[src/verilog/lpmc_pkg.sv]
// Constants for the low-power mode controller: register map, field positions, reset values.
// Assumes a single bus clock domain and a plain strobe register port.
// Functional notes
// RULE1: STOP gates oscillator, halting timer, serial, converter.
// RULE2: Leave STOP only on external interrupt or reset.
// RULE3: Entering STOP clears global interrupt mask.
// RULE4: Entering STOP clears slow-mode select bit.
// RULE5: Wake vector: interrupt pair or reset pair.
// RULE6: Hold CPU for 16 or 4064 settle cycles.
// RULE7: After settling, service interrupt or fetch reset.
// RULE8: Interrupt stacking only after leaving STOP.
// RULE9: STOP resets watchdog, freezes peripherals, memory read-only.
// RULE10: STOP leaves all other state unaltered.
// RULE11: WAIT halts CPU, peripherals keep running.
// RULE12: WAIT watchdog follows its mask option.
// RULE13: Entering WAIT clears mask, keeps interrupt enable.
// RULE14: WAIT exits on external, timer, serial interrupt, reset.
// RULE15: Interrupt exit keeps state; reset exit resets all.
// RULE16: Timer always runs during WAIT.
// RULE17: Slow mode adds divide-by-16 before bus clock.
// RULE18: Slow-mode select is bit 1 at 000C.
// RULE19: External or power-on reset clears slow-mode select.
// RULE20: Software avoids slow mode during conversion or programming.
// RULE21: Two bits choose trigger; enable bit gates it.
// RULE22: Trigger writes need mask set; change clears pending.
// RULE23: Internal reset drives reset pin low, open drain.
package lpmc_pkg;
	localparam logic [7:0] MISC_CONTROL_ADDR = 8'h0C;
	localparam int SLOW_MODE_BIT = 1;
	localparam int IRQ_ENABLE_BIT = 4;
	localparam int IRQ_NEG_BIT = 5;
	localparam int IRQ_POS_BIT = 6;
	localparam int WATCHDOG_CTL_BIT_BIT = 0;
	localparam int POR_BIT = 7;
	localparam logic [7:0] MISC_RESET = 8'h10;
	localparam logic [15:0] VEC_IRQ = 16'h1FFA;
	localparam logic [15:0] VEC_RESET = 16'h1FFE;
	localparam int SETTLE_SHORT = 16;
	localparam int SETTLE_LONG = 4064;
	localparam int SLOW_DIV = 16;
	localparam int SLOW_DIV_W = 4;
	localparam int SETTLE_W = 12;
	typedef enum logic [3:0]
	{
		ST_RUN = 4'b0001,
		ST_WAIT = 4'b0010,
		ST_STOP = 4'b0100,
		ST_SETTLE = 4'b1000
	} lpmc_state_t;
endpackage

[src/verilog/lpmc_ctrl.sv]
// Low-power mode controller: STOP, WAIT, SLOW, external interrupt trigger and reset pin drive.
// Assumes the CPU core pulses stop_req or wait_req for one cycle on the instruction and
// treats cpu_hold as a stall; peripherals obey osc_run and bus_tick.
//
// Strobed register access was left to the implementer.
module lpmc_ctrl
	import lpmc_pkg::*;
#(
	parameter bit LONG_SETTLE = 1'b1,
	parameter bit WAIT_WATCHDOG_CTL_BIT_EN = 1'b0
)
(
	input wire logic clk,
	input wire logic srst,
	input wire logic [7:0] reg_addr,
	input wire logic [7:0] reg_wdata,
	input wire logic reg_wr,
	input wire logic reg_rd,
	output logic [7:0] reg_rdata,
	input wire logic stop_req,
	input wire logic wait_req,
	input wire logic cpu_imask,
	output logic imask_clr,
	input wire logic irq_pin_n,
	input wire logic periph_irq,
	input wire logic rst_pin_in,
	output logic rst_pin_out,
	output logic rst_pin_oe_n,
	input wire logic internal_rst,
	input wire logic por_flag,
	output logic osc_run,
	output logic bus_tick,
	output logic cpu_hold,
	output logic watchdog_clear,
	output logic watchdog_run,
	output logic nvm_read_only,
	output logic irq_pending,
	output logic wake_valid,
	output logic [15:0] wake_vector,
	output logic stack_enable
);
	localparam logic [SETTLE_W-1:0] SETTLE_CNT =
		LONG_SETTLE ? SETTLE_W'(SETTLE_LONG - 1) : SETTLE_W'(SETTLE_SHORT - 1);
	localparam logic [SLOW_DIV_W-1:0] DIV_MAX = SLOW_DIV_W'(SLOW_DIV - 1);

	lpmc_state_t state_q;
	logic [SETTLE_W-1:0] settle_q;
	logic slow_q, ipos_q, ineg_q, ien_q, watchdog_ctl_bit_q;
	logic [SLOW_DIV_W-1:0] div_q;
	logic irq_s1_q, irq_s2_q, irq_prev_q;
	logic rst_s1_q, rst_s2_q;
	logic irq_pend_q;
	logic wake_rst_q;
	logic rdv_q;
	logic [7:0] rdata_q;
	logic wr_misc, trig_change, irq_edge, irq_level, irq_event, pin_rst;

	assign wr_misc = reg_wr && reg_addr == MISC_CONTROL_ADDR;
	// Trigger bits only accept writes while the CPU mask is set.
	assign trig_change = wr_misc && cpu_imask && // RULE22
		(reg_wdata[IRQ_POS_BIT] != ipos_q || reg_wdata[IRQ_NEG_BIT] != ineg_q);
	assign pin_rst = !rst_s2_q;
	// Four trigger options: low level, neg edge, pos edge, both edges.
	assign irq_edge = (ineg_q && irq_prev_q && !irq_s2_q) || // RULE21
		(ipos_q && !irq_prev_q && irq_s2_q);
	assign irq_level = !ipos_q && !ineg_q && !irq_s2_q;
	assign irq_event = ien_q && (irq_edge || irq_level); // RULE21

	always_ff @(posedge clk)
	begin
		irq_s1_q <= irq_pin_n;
		irq_s2_q <= irq_s1_q;
		rst_s1_q <= rst_pin_in;
		rst_s2_q <= rst_s1_q;
		if (srst)
			irq_prev_q <= 1'b1;
		else
			irq_prev_q <= irq_s2_q;
	end

	// Pending external interrupt; a set in the same cycle wins over a trigger-change clear.
	always_ff @(posedge clk)
	begin
		if (srst || pin_rst)
			irq_pend_q <= 1'b0;
		else if (irq_event)
			irq_pend_q <= 1'b1;
		else if (trig_change || (state_q == ST_SETTLE && settle_q == '0 && !wake_rst_q))
			irq_pend_q <= 1'b0; // RULE22
	end

	// Control register; reset clears slow mode, entering STOP clears it too.
	always_ff @(posedge clk)
	begin
		if (srst || pin_rst)
		begin
			slow_q <= 1'b0; // RULE19
			ipos_q <= MISC_RESET[IRQ_POS_BIT];
			ineg_q <= MISC_RESET[IRQ_NEG_BIT];
			ien_q <= MISC_RESET[IRQ_ENABLE_BIT];
			watchdog_ctl_bit_q <= MISC_RESET[WATCHDOG_CTL_BIT_BIT];
		end
		else
		begin
			if (stop_req && state_q == ST_RUN)
				slow_q <= 1'b0; // RULE4
			else if (wr_misc)
				slow_q <= reg_wdata[SLOW_MODE_BIT]; // RULE18
			if (wr_misc)
			begin
				ien_q <= reg_wdata[IRQ_ENABLE_BIT];
				watchdog_ctl_bit_q <= watchdog_ctl_bit_q | reg_wdata[WATCHDOG_CTL_BIT_BIT];
				if (cpu_imask)
				begin
					ipos_q <= reg_wdata[IRQ_POS_BIT]; // RULE22
					ineg_q <= reg_wdata[IRQ_NEG_BIT];
				end
			end
		end
	end

	// Mode sequencer. STOP entry clears slow_q, interrupt exit clears irq_pend_q and STOP holds div_q at zero; other registers are untouched.
	always_ff @(posedge clk)
	begin
		if (srst)
		begin
			state_q <= ST_RUN;
			settle_q <= '0;
			wake_rst_q <= 1'b0;
		end
		else
		begin
			unique case (state_q)
				ST_RUN:
				begin
					if (stop_req)
						state_q <= ST_STOP; // RULE1 RULE10
					else if (wait_req)
						state_q <= ST_WAIT; // RULE11
				end
				ST_WAIT:
				begin
					if (pin_rst)
						state_q <= ST_RUN; // RULE15
					else if (irq_pend_q || periph_irq)
						state_q <= ST_RUN; // RULE14 RULE15
				end
				ST_STOP:
				begin
					if (pin_rst || irq_pend_q)
					begin
						state_q <= ST_SETTLE; // RULE2
						settle_q <= SETTLE_CNT; // RULE6
						wake_rst_q <= pin_rst;
					end
				end
				ST_SETTLE:
				begin
					if (pin_rst)
						wake_rst_q <= 1'b1;
					if (settle_q == '0)
						state_q <= ST_RUN; // RULE7
					else
						settle_q <= settle_q - 1'b1;
				end
			endcase
		end
	end

	// Bus clock divider; slow mode adds a divide-by-16, STOP clears it to zero.
	always_ff @(posedge clk)
	begin
		if (srst || state_q == ST_STOP)
			div_q <= '0;
		else if (!slow_q || div_q == DIV_MAX)
			div_q <= '0; // RULE17
		else
			div_q <= div_q + 1'b1;
	end

	always_ff @(posedge clk)
	begin
		if (srst)
		begin
			rdv_q <= 1'b0;
			rdata_q <= 8'h00;
		end
		else
		begin
			rdv_q <= reg_rd;
			if (reg_rd)
				rdata_q <= (reg_addr == MISC_CONTROL_ADDR) ?
					{por_flag, ipos_q, ineg_q, ien_q, 2'b00, slow_q, watchdog_ctl_bit_q} : 8'h00;
		end
	end

	assign reg_rdata = rdv_q ? rdata_q : 8'h00;
	assign imask_clr = (state_q == ST_RUN) && (stop_req || wait_req); // RULE3 RULE13
	assign osc_run = state_q != ST_STOP; // RULE1
	assign bus_tick = osc_run && state_q != ST_SETTLE && (!slow_q || div_q == DIV_MAX); // RULE16
	assign cpu_hold = state_q != ST_RUN; // RULE6 RULE11
	assign watchdog_clear = state_q == ST_STOP; // RULE9
	assign watchdog_run = state_q == ST_RUN || (state_q == ST_WAIT && WAIT_WATCHDOG_CTL_BIT_EN); // RULE12
	assign nvm_read_only = state_q == ST_STOP; // RULE9
	assign irq_pending = irq_pend_q;
	assign wake_valid = state_q == ST_SETTLE && settle_q == '0; // RULE7
	assign wake_vector = wake_rst_q ? VEC_RESET : VEC_IRQ; // RULE5
	assign stack_enable = state_q == ST_RUN || wake_valid; // RULE8
	assign rst_pin_out = 1'b0;
	assign rst_pin_oe_n = !internal_rst; // RULE23
endmodule

[config.mk]
export PLATFORM = sky130hd
export DESIGN_NAME = lpmc_ctrl
export DESIGN_NICKNAME = d
export VERILOG_FILES = /design/src/verilog/lpmc_pkg.sv /design/src/verilog/lpmc_ctrl.sv
export SDC_FILE = /design/constraint.sdc
export NUM_CORES = 1
export LEC_CHECK = 0
export BUFFER_PORTS_ARGS = -buffer_cell sky130_fd_sc_hd__clkbuf_2
export CORE_MARGIN = 5
export CORE_UTILIZATION = 27
export DETAILED_ROUTE_END_ITERATION = 16
export GPL_ROUTABILITY_DRIVEN = 0
export PLACE_DENSITY_LB_ADDON = 0.15
export SLEW_MARGIN = 20
export SYNTH_ARGS = -nofsm -noshare
export SYNTH_HDL_FRONTEND = slang
export SYNTH_SLANG_ARGS = --single-unit
[constraint.sdc]
create_clock -name clk -period 2.5 [get_ports clk]
set_input_delay 0.5 -clock clk [delete_from_list [all_inputs] [get_ports clk]]
set_output_delay 0.5 -clock clk [all_outputs]
set_load 0.005 [all_outputs]
# Word-level counts from Yosys, hierarchy flattened
# Index checks and enable logic that the tools add are counted.
# word_totals
elab_cells	99
reg_bits	41
# classes
reduce_logical	44
n_mux	18
bitwise_logic	1
eq_ne	17
add_sub_neg	2
# ops
op	count
two-way mux 12 bit	2
two-way mux 4 bit	6
case mux 12 bit (2 select lines)	1
logical AND 1 bit	16
two-way mux 8 bit	2
case mux 4 bit (4 select lines)	1
zero test 12 bit	1
subtractor 12 x 1 -> 12 bit, second input constant	1
logical OR 1 bit	11
equality test 4 bit, second input constant	2
equality test 8 x 4 -> 1 bit, second input constant	1
zero test 1 bit	8
inequality test 3 bit, second input constant	2
AND reduction 3 bit	2
adder 4 x 1 -> 4 bit, second input constant	1
equality test 4 x 1 -> 1 bit, second input constant	1
equality test 4 x 2 -> 1 bit, second input constant	1
equality test 4 x 3 -> 1 bit, second input constant	1
two-way mux 1 bit	4
inequality test 2 x 1 -> 1 bit, second input constant	2
inequality test 2 bit, second input constant	2
inequality test 4 x 1 -> 1 bit, second input constant	1
inequality test 4 x 3 -> 1 bit, second input constant	1
inequality test 4 bit, second input constant	1
other kinds (8)	11

# Longest topological paths before layout
# Gate-level depths: netlist of the first run.
# logic_depth
ltp_word	7
mapped_depth	8
ltp_nobuf	7

# Worst setup path after synthesis of the first run
# Ideal clock, no wire load.
# synth_timing
path_type	flip-flop to output port
start	register settle_q[0]
end	output stack_enable
slack_ns	0.358
n_path_buf	1
required_ns	2.000
arrival_time_ns	1.642
path_stages_with_launch	8
path_cell_list	dfxtp_1 > inv_1 > ha_1 > or4b_2 > nor4_4 > buf_6 > inv_1 > nand2_1
# synth_between
elab_chain_len	3
# synth_lines
item	line_no	text
start: declaration	lpmc_ctrl.sv:47	logic [SETTLE_W-1:0] settle_q;
start signal: assignment	lpmc_ctrl.sv:164	settle_q <= settle_q - 1'b1;
zero test 12 bit	lpmc_ctrl.sv:206	assign wake_valid = state_q == ST_SETTLE && settle_q == '0;
logical AND 1 bit	lpmc_ctrl.sv:206	
net wake_valid	lpmc_ctrl.sv:38	output logic wake_valid,
logical OR 1 bit	lpmc_ctrl.sv:208	assign stack_enable = state_q == ST_RUN || wake_valid;
end: declaration	lpmc_ctrl.sv:40	output logic stack_enable
# The timed path passes the listed nets, and every way through them passes these cells.

# Worst setup path after layout of the first run
# layout_timing
start	register settle_q[4]
end	output wake_valid
# layout_between
elab_chain_len	2
# layout_lines
item	line_no
zero test 12 bit	lpmc_ctrl.sv:206
logical AND 1 bit	lpmc_ctrl.sv:206
end: declaration	lpmc_ctrl.sv:38
# Every way passes these cells.

==> results of run 1 <==
## power groups by stage
stage               clock network [mW]  registers [mW]  logic [mW]
finish                           0.433           0.670       0.205
global route                     0.481           0.673       0.230
detailed placement                   0           0.683       0.199
floorplan                            0           0.676       0.156
global placement                     0           0.683       0.199
CTS                              0.452           0.669       0.204
## cells in the final DEF, fill, tap and decap left out, types with 2 or more instances in the layout
cell type  count
clkbuf_2      42
dfxtp_1       38
nor2_1        30
a21oi_1       22
conb_1        18
nor2b_1       10
nand2_1       10
xnor2_1       10
inv_1          8
nand3_1        7
and2_1         6
nor4_1         6
clkbuf_8       6
or3_1          5
buf_4          5
nor3_1         4
a211oi_1       3
a31oi_1        3
xor2_1         3
ha_1           3
or4b_4         2
and3_1         2
nand2b_1       2
nor4b_1        2
o21ai_0        2
mux2i_1        2
## area by class of cell
| class | instances | area [µm²] | share of cell area [%] |
|---|---|---|---|
| Multi-Input combinational cell | 170 | 1020 | 44.3 |
| Sequential cell | 39 | 782 | 34.0 |
| Timing Repair Buffer | 48 | 259 | 11.3 |
| Tap cell | 99 | 124 | 5.38 |
| Clock buffer | 6 | 82.6 | 3.59 |
| Inverter | 8 | 30.0 | 1.31 |
| Clock inverter | 1 | 5.00 | 0.218 |
## sequential cells by signal (all words and copies together), names as in the netlist
signal	count
rdv_q	1
ien_q	1
rdata_q	6
settle_q	12
rst_s1_q	1
ineg_q	1
wake_rst_q	1
irq_prev_q	1
watchdog_ctl_bit_q	1
irq_s1_q	1
slow_q	1
state_q	4
div_q	4
irq_s2_q	1
irq_pending	1
ipos_q	1
rst_s2_q	1
## logic make-up (layout without fill, tap and decap cells)
family	after synthesis	after routing	share of synthesized area, %
DFF	39	39	40.1
muxes	3	3	1.60
and+or+nand+nor	95	95	27.2
AOI/OAI and AO/OA	38	38	11.6
other	2	18	0.385
buffers and inverters	36	63	11.4
xor gates and xnor gates	13	13	5.84
adders and majority gates	3	3	1.93
## worst max-delay path, delay by kind of cell (launching register included)
kind                   cells  cell delay [ns]
buffers and inverters      2             0.31
DFF                        1             0.35
and+or+nand+nor            2             0.91
## metrics by stage
stage	area (µm²)	std cells	setup slack (ns)	utilization, %	hold WS [ns]
after floorplan	2010	245	0.358	-	0.310
after global placement	2200	364	0.265	30.8	0.313
after detailed placement	2200	364	0.247	30.8	0.316
after CTS	2290	371	0.0510	32.1	0.298
after global routing	2300	371	0.0495	32.2	0.292
final	2300	371	0.137	32.2	0.312
## per-layer routing
| metal | share of wire, % | global-route usage (%) | up-vias |
|---|---|---|---|
| met2 | 45 | 15.2 | 45 |
| met4 | 1.2 | 3.25 | 0 |
| li1 | - | - | 835 |
| met1 | 49 | 14.2 | 727 |
| met5 | 0 | 0 | - |
| met3 | 5.0 | 2.79 | 7 |
## worst min-delay path by stage
stage                           from                to  slack (ns)  cells after the start
global route              rst_pin_in  rst_s1_q$_DFF_P_        0.29                      1
global placement    irq_s1_q$_DFF_P_  irq_s2_q$_DFF_P_        0.31                      0
finish                    rst_pin_in  rst_s1_q$_DFF_P_        0.31                      1
floorplan           irq_s1_q$_DFF_P_  irq_s2_q$_DFF_P_        0.31                      0
detailed placement  rst_s1_q$_DFF_P_  rst_s2_q$_DFF_P_        0.32                      0
CTS                       rst_pin_in  rst_s1_q$_DFF_P_        0.30                      1
## timing repair
item	4_1_cts	5_1_grt
endpoints found under the setup margin	2	2
gates resized for setup	2	3
cloned	0	0
pin swaps	0	0
==> impl_results.md, run 1 <==
* Outcome: finished clean
* Initial DRC Count at 42
* CP Cell Sequence: or4_4 -> nor4_4 -> buf_6 -> clkbuf_2
* Leak Pwr at 0.958 nW
* Total GRT Usage at 10.2%
* Synthesized area per cell at 8.51 µm²
* CP Data Required Time at approximately 2 ns
* Seq pwr share at between 50% and 60%
* Avg Vias per Cell at 4.35
* Mapped Area at ~1900 µm²
* Maximum vdd ir drop at 220 µV
* TritonRoute pass-1 iters at 4
* Async set-or-reset flop fraction in the synthesized netlist at 0%
* Vias in the first global route at between 1000 and 1500
* Reg2reg path depth at 6
* Sequential area share after synthesis at ~40%
* TritonCTS clock tree: done
* Final setup violation count at 0
* Ys flop type: dfxtp_1
* Hold WC Path Type: primary input to flip-flop
* Site Rows at 31
* CTS Root Buffer Type: clkbuf_8
* Via count at 1614
* Filler cells at 797
* I/O pin total at 64
* Worst path max stage delay at 0.58 ns
* Hold Fails Final Rpt at 0
* CP endpoint: wake_valid
* GRT overflow at 0
* CTS Sinks at 39
* PortBufs at 42
* Yosys top cell by area: dfxtp_1
* CTS H-tree depth at 2
* Fin crit period at between 2 and 2.5 ns
* Crit path from: settle_q[4]$_SDFFE_PP0P_
* Critical path launch point type: flip-flop
* Synth top area cells: dfxtp_1, buf_4, nor2_1
* Core area at 7140 µm²
* Synth unique cells at 44
* Dpl hpwl at 3380 µm
* Worst EP arrival at 1.86 ns
* Residual DRC at 0
* Worst R2R Setup Slack at 0.49 ns
* RSZ-0062 raised after global routing: no
* First-pass GRT wire length at ~7100 µm
* Worst reg2reg path endpoint: settle_q[2]$_SDFFE_PP0P_
* ANT cells at 0
* Die H at 95.0 µm
* Setup TNS at 0 ns
* Clk_lat worst skew at 0.30 ns
* Max-cap check violation count at 0
* Clock network fraction of design power at 33.1%
* Worst r2r src: settle_q[4]$_SDFFE_PP0P_
* Syn-to-layout area delta at 18.0%
* TritonCTS Buffers at 5
* Pin count of the biggest net entering global routing at 21
* Register bit count reported by yosys at 39
* Layout cells sized above 1 at 24.3%
* Post-synth top cells: dfxtp_1, nor2_1, a21oi_1
* Starting density of the core at 27.3%
* Initial antenna violation count at 0
* Most common cell in the synthesized netlist: dfxtp_1
* Area share of the largest cell type after synthesis at 40.1%
* Cell count after synthesis at 229
* Tcrit/Tclk final at 94.5%
* CP endpoint kind: output port
* Logic pwr share at between 15 and 20%
* Slowest cell on the critical path: or4_4
* Final wirelength at 4470 µm
* Die ar. at 9020 µm²
* Width of the die at 95.0 µm
* Final Power at approximately 1.3 mW
* Post-route ant nets at 0
* Critical path peak fanout at 12
* Post-synth EDFFs at 0
* Sw power at approximately 0.35 mW
* Crit Path Category: flip-flop to output port
* Avg WL per Cell at 12.0 µm
* Fin Clk Skew at 0.0155 ns
* Clock buffer depth at 2
* # Post-CTS Setup Buffers at 0
* Power per cell area at 569 nW/µm²
* Clock transition at the registers of the reported paths at 0.07 ns
* Total internal power at about 0.96 mW
* Cts hold-fix bufs at 0
* Warning count from the yosys run at 0
* Final net count at ~300
* Top achievable clock speed at about 420 MHz
* Switching Share at ~27%
* Slew Limit Fails at 0
No activity file was read; power rests on OpenSTA's default activity.
==> run 2: changes to the inputs <==
--- a/config.mk
+++ b/config.mk
@@ -5,10 +5,10 @@
 export SDC_FILE = /design/constraint.sdc
 export NUM_CORES = 1
 export LEC_CHECK = 0
-export BUFFER_PORTS_ARGS = -buffer_cell sky130_fd_sc_hd__clkbuf_2
 export CORE_MARGIN = 5
 export CORE_UTILIZATION = 27
 export DETAILED_ROUTE_END_ITERATION = 16
+export DONT_BUFFER_PORTS = 1
 export GPL_ROUTABILITY_DRIVEN = 0
 export PLACE_DENSITY_LB_ADDON = 0.15
 export SLEW_MARGIN = 20
==> run 2 against run 1 <==
Against the previous run: sequential share of layout area grew 2.7 points; sequential power barely moved; routed wire length is 0.27% lower; global-route usage increased by 0.20 points; clock power rose by 20%; via count down 7.1%; worst hold slack got worse by 0.080 ns; register-to-register slack worse by 0.06 ns; die area unchanged; critical path depth fell by 1; largest cell class unchanged.
==> impl_results.md, run 2 (synthesis gave the netlist of run 1 again) <==
* Crit Path Category: flip-flop to output port
* Cell Area, Placed at 1990 µm² (-9.2%)
* Clock transition at the registers of the reported paths at 0.08 ns (about the same)
* Biggest register: settle_q
* Most frequent cells in the layout: dfxtp_1, nor2_1, a21oi_1
* Global-route met1 utilization at 13.3% (-0.98 points)
* Slowest cell on the critical path: or4b_4
* Hold WC Path Type: primary input to flip-flop
* Layout cells sized above 1 at 11.6% (-13 points)
* Final net count at 264 (-13%)
* Hold Fails Final Rpt at 0 (unchanged)
* Worst EP arrival at 1.88 ns (+0.02 ns)
* Tcrit/Tclk final at 95.0% (+0.50 points)
* Slew Limit Fails at 0 (unchanged)
* Max reg flops at 12 (unchanged)
* Critical path's top delay family: simple AND/OR/NAND/NOR gates
* Total GRT Usage at 10.4% (+0.20 points)
* Fin area at 2130 µm² (-7.6%)
* PortBufs at 0 (-100%)
* Final wirelength at 4460 µm (-0.27%)
* Power per cell area at 636 nW/µm² (+12%)
* Worst path max stage delay at 0.55 ns (-0.03 ns)
* Site Rows at 31 (unchanged)
* PnR worst setup slack at 0.125 ns (-0.0125 ns)
* Reg2reg path depth at 6 (unchanged)
* Pin count of the biggest net entering global routing at 27 (+29%)
* Top achievable clock speed at 421 MHz (-0.53%)
* Core area at 7140 µm² (unchanged)
* TritonCTS Buffers at 5 (unchanged)
* Critical Path Stages at 3 (-1)
* Fin Clk Skew at 0.00674 ns (-0.00879 ns)
* Avg WL per Cell at 13.4 µm (+11%)
* Commonest non-fill, non-tap cell in the layout: dfxtp_1
* Maximum vdd ir drop at 206 µV (-6.6%)
* I/O pin total at 64 (unchanged)
* CTS Sinks at 39 (unchanged)
* Critical path launch point type: flip-flop
* Place WS at 0.241 ns (-0.00564 ns)
* Grt met3 use at 4.14% (+1.4 points)
* GRT overflow at 0 (unchanged)
* Avg Vias per Cell at 4.52 (+3.9%)
* Largest registers: settle_q x12, rdata_q x6
* Die ar. at 9020 µm² (unchanged)
* Dpl hpwl at 3310 µm (-2.1%)
* Starting density of the core at 27.3% (unchanged)
* Clk_lat worst skew at 0.29 ns (about the same)
* Post-route ant nets at 0 (unchanged)
* Max-cap check violation count at 0 (unchanged)
* Cts hold-fix bufs at 0 (unchanged)
* Grt met2 use at 15.9% (+0.70 points)
* CP Data Required Time at 2.00 ns (about the same)
* Vias in the first global route at 1430 (-3.8%)
* RSZ-0062 raised after global routing: no
* Via count at 1500 (-7.1%)
* ANT cells at 0 (unchanged)
* Initial antenna violation count at 0 (unchanged)
* Fin crit period at 2.38 ns (+0.0125 ns)
* CP Cell Sequence: or4b_4 -> nor4_4 -> buf_4
* CTS H-tree depth at 2 (unchanged)
* CP endpoint kind: output port
* Width of the die at 95.0 µm (unchanged)
* TritonRoute pass-1 iters at 4 (unchanged)
* Final setup violation count at 0 (unchanged)
* Leak Pwr at 0.798 nW (-17%)
* Clock buffer depth at 2 (unchanged)
* Final Power at 1.35 mW (+3.4%)
* Filler cells at 803 (+0.75%)
* First-pass GRT wire length at 7160 µm (+0.20%)
* Outcome: finished clean
* Residual DRC at 0 (unchanged)
* Initial DRC Count at 56 (+33%)
* Die H at 95.0 µm (unchanged)
* CP bufs+invs at 1 (-1)
* Critical path peak fanout at 8 (-4)
* CTS Root Buffer Type: clkbuf_8
* TritonCTS clock tree: done
* Setup TNS at 0 ns (unchanged)
* Syn-to-layout area delta at 9.11%
* Depth of the worst hold-timing path at 0 (-1)
* GR peak layer: met2
## run 2: layer usage
metal | routed length, µm | vias to the layer above | part of all wire, %
li1 | - | 760 | -
met1 | 2030 | 686 | 46
met2 | 2020 | 47 | 45
met3 | 348 | 7 | 7.8
met4 | 53 | 0 | 1.2
met5 | 0 | - | 0
## run 2: per-stage QoR
step / utilization, % / cells / hold WS (ns)
4_1_cts: 29.6 / 331 / 0.219
3_3_place_gp: 27.9 / 323 / 0.314
5_1_grt: 29.8 / 332 / 0.203
6_report: 29.8 / 332 / 0.232
2_1_floorplan: - / 245 / 0.310
3_5_place_dp: 27.9 / 323 / 0.312
## run 2: final cells by class
| type | count | area [µm²] | area share [%] |
|---|---|---|---|
| Timing Repair Buffer | 9 | 67.6 | 3.18 |
| Tap cell | 99 | 124 | 5.82 |
| Clock buffer | 5 | 68.8 | 3.24 |
| Multi-Input combinational cell | 170 | 1020 | 47.9 |
| Inverter | 8 | 30.0 | 1.41 |
| Clock inverter | 2 | 37.5 | 1.76 |
| Sequential cell | 39 | 781 | 36.7 |
## run 2: what timing repair did
item / CTS / global route
resized for setup: 2 / 2
hold endpoints to repair: 0 / 0
pin swaps: 1 / 1
endpoints found under the setup margin: 2 / 2
cloned: 0 / 0
setup buffers: 1 / 1
## run 2: worst reg2reg max path: stages (launching register included)
cell      delay [ns]
dfxtp_1         0.46
or4b_4          0.55
nor4_4          0.37
buf_4           0.22
nor4_1          0.06
xnor2_1         0.13
a211oi_1        0.20
## run 2: path summary, 6_finish.rpt
check / endpoint / slack, ns / from
min reg2reg: rst_s2_q$_DFF_P_ / 0.33 / rst_s1_q$_DFF_P_
max: wake_valid / 0.12 / state_q[3]$_SDFFE_PP0P_
max reg2reg: settle_q[5]$_SDFFE_PP0P_ / 0.43 / state_q[3]$_SDFFE_PP0P_
min: rst_s1_q$_DFF_P_ / 0.23 / rst_pin_in
## run 2: report_power, final
| group | switching (mW) | total [mW] | internal, mW |
|---|---|---|---|
| Clock | 0.226 | 0.518 | 0.292 |
| Combinational | 0.0932 | 0.167 | 0.0738 |
| Sequential | 0.0226 | 0.668 | 0.646 |
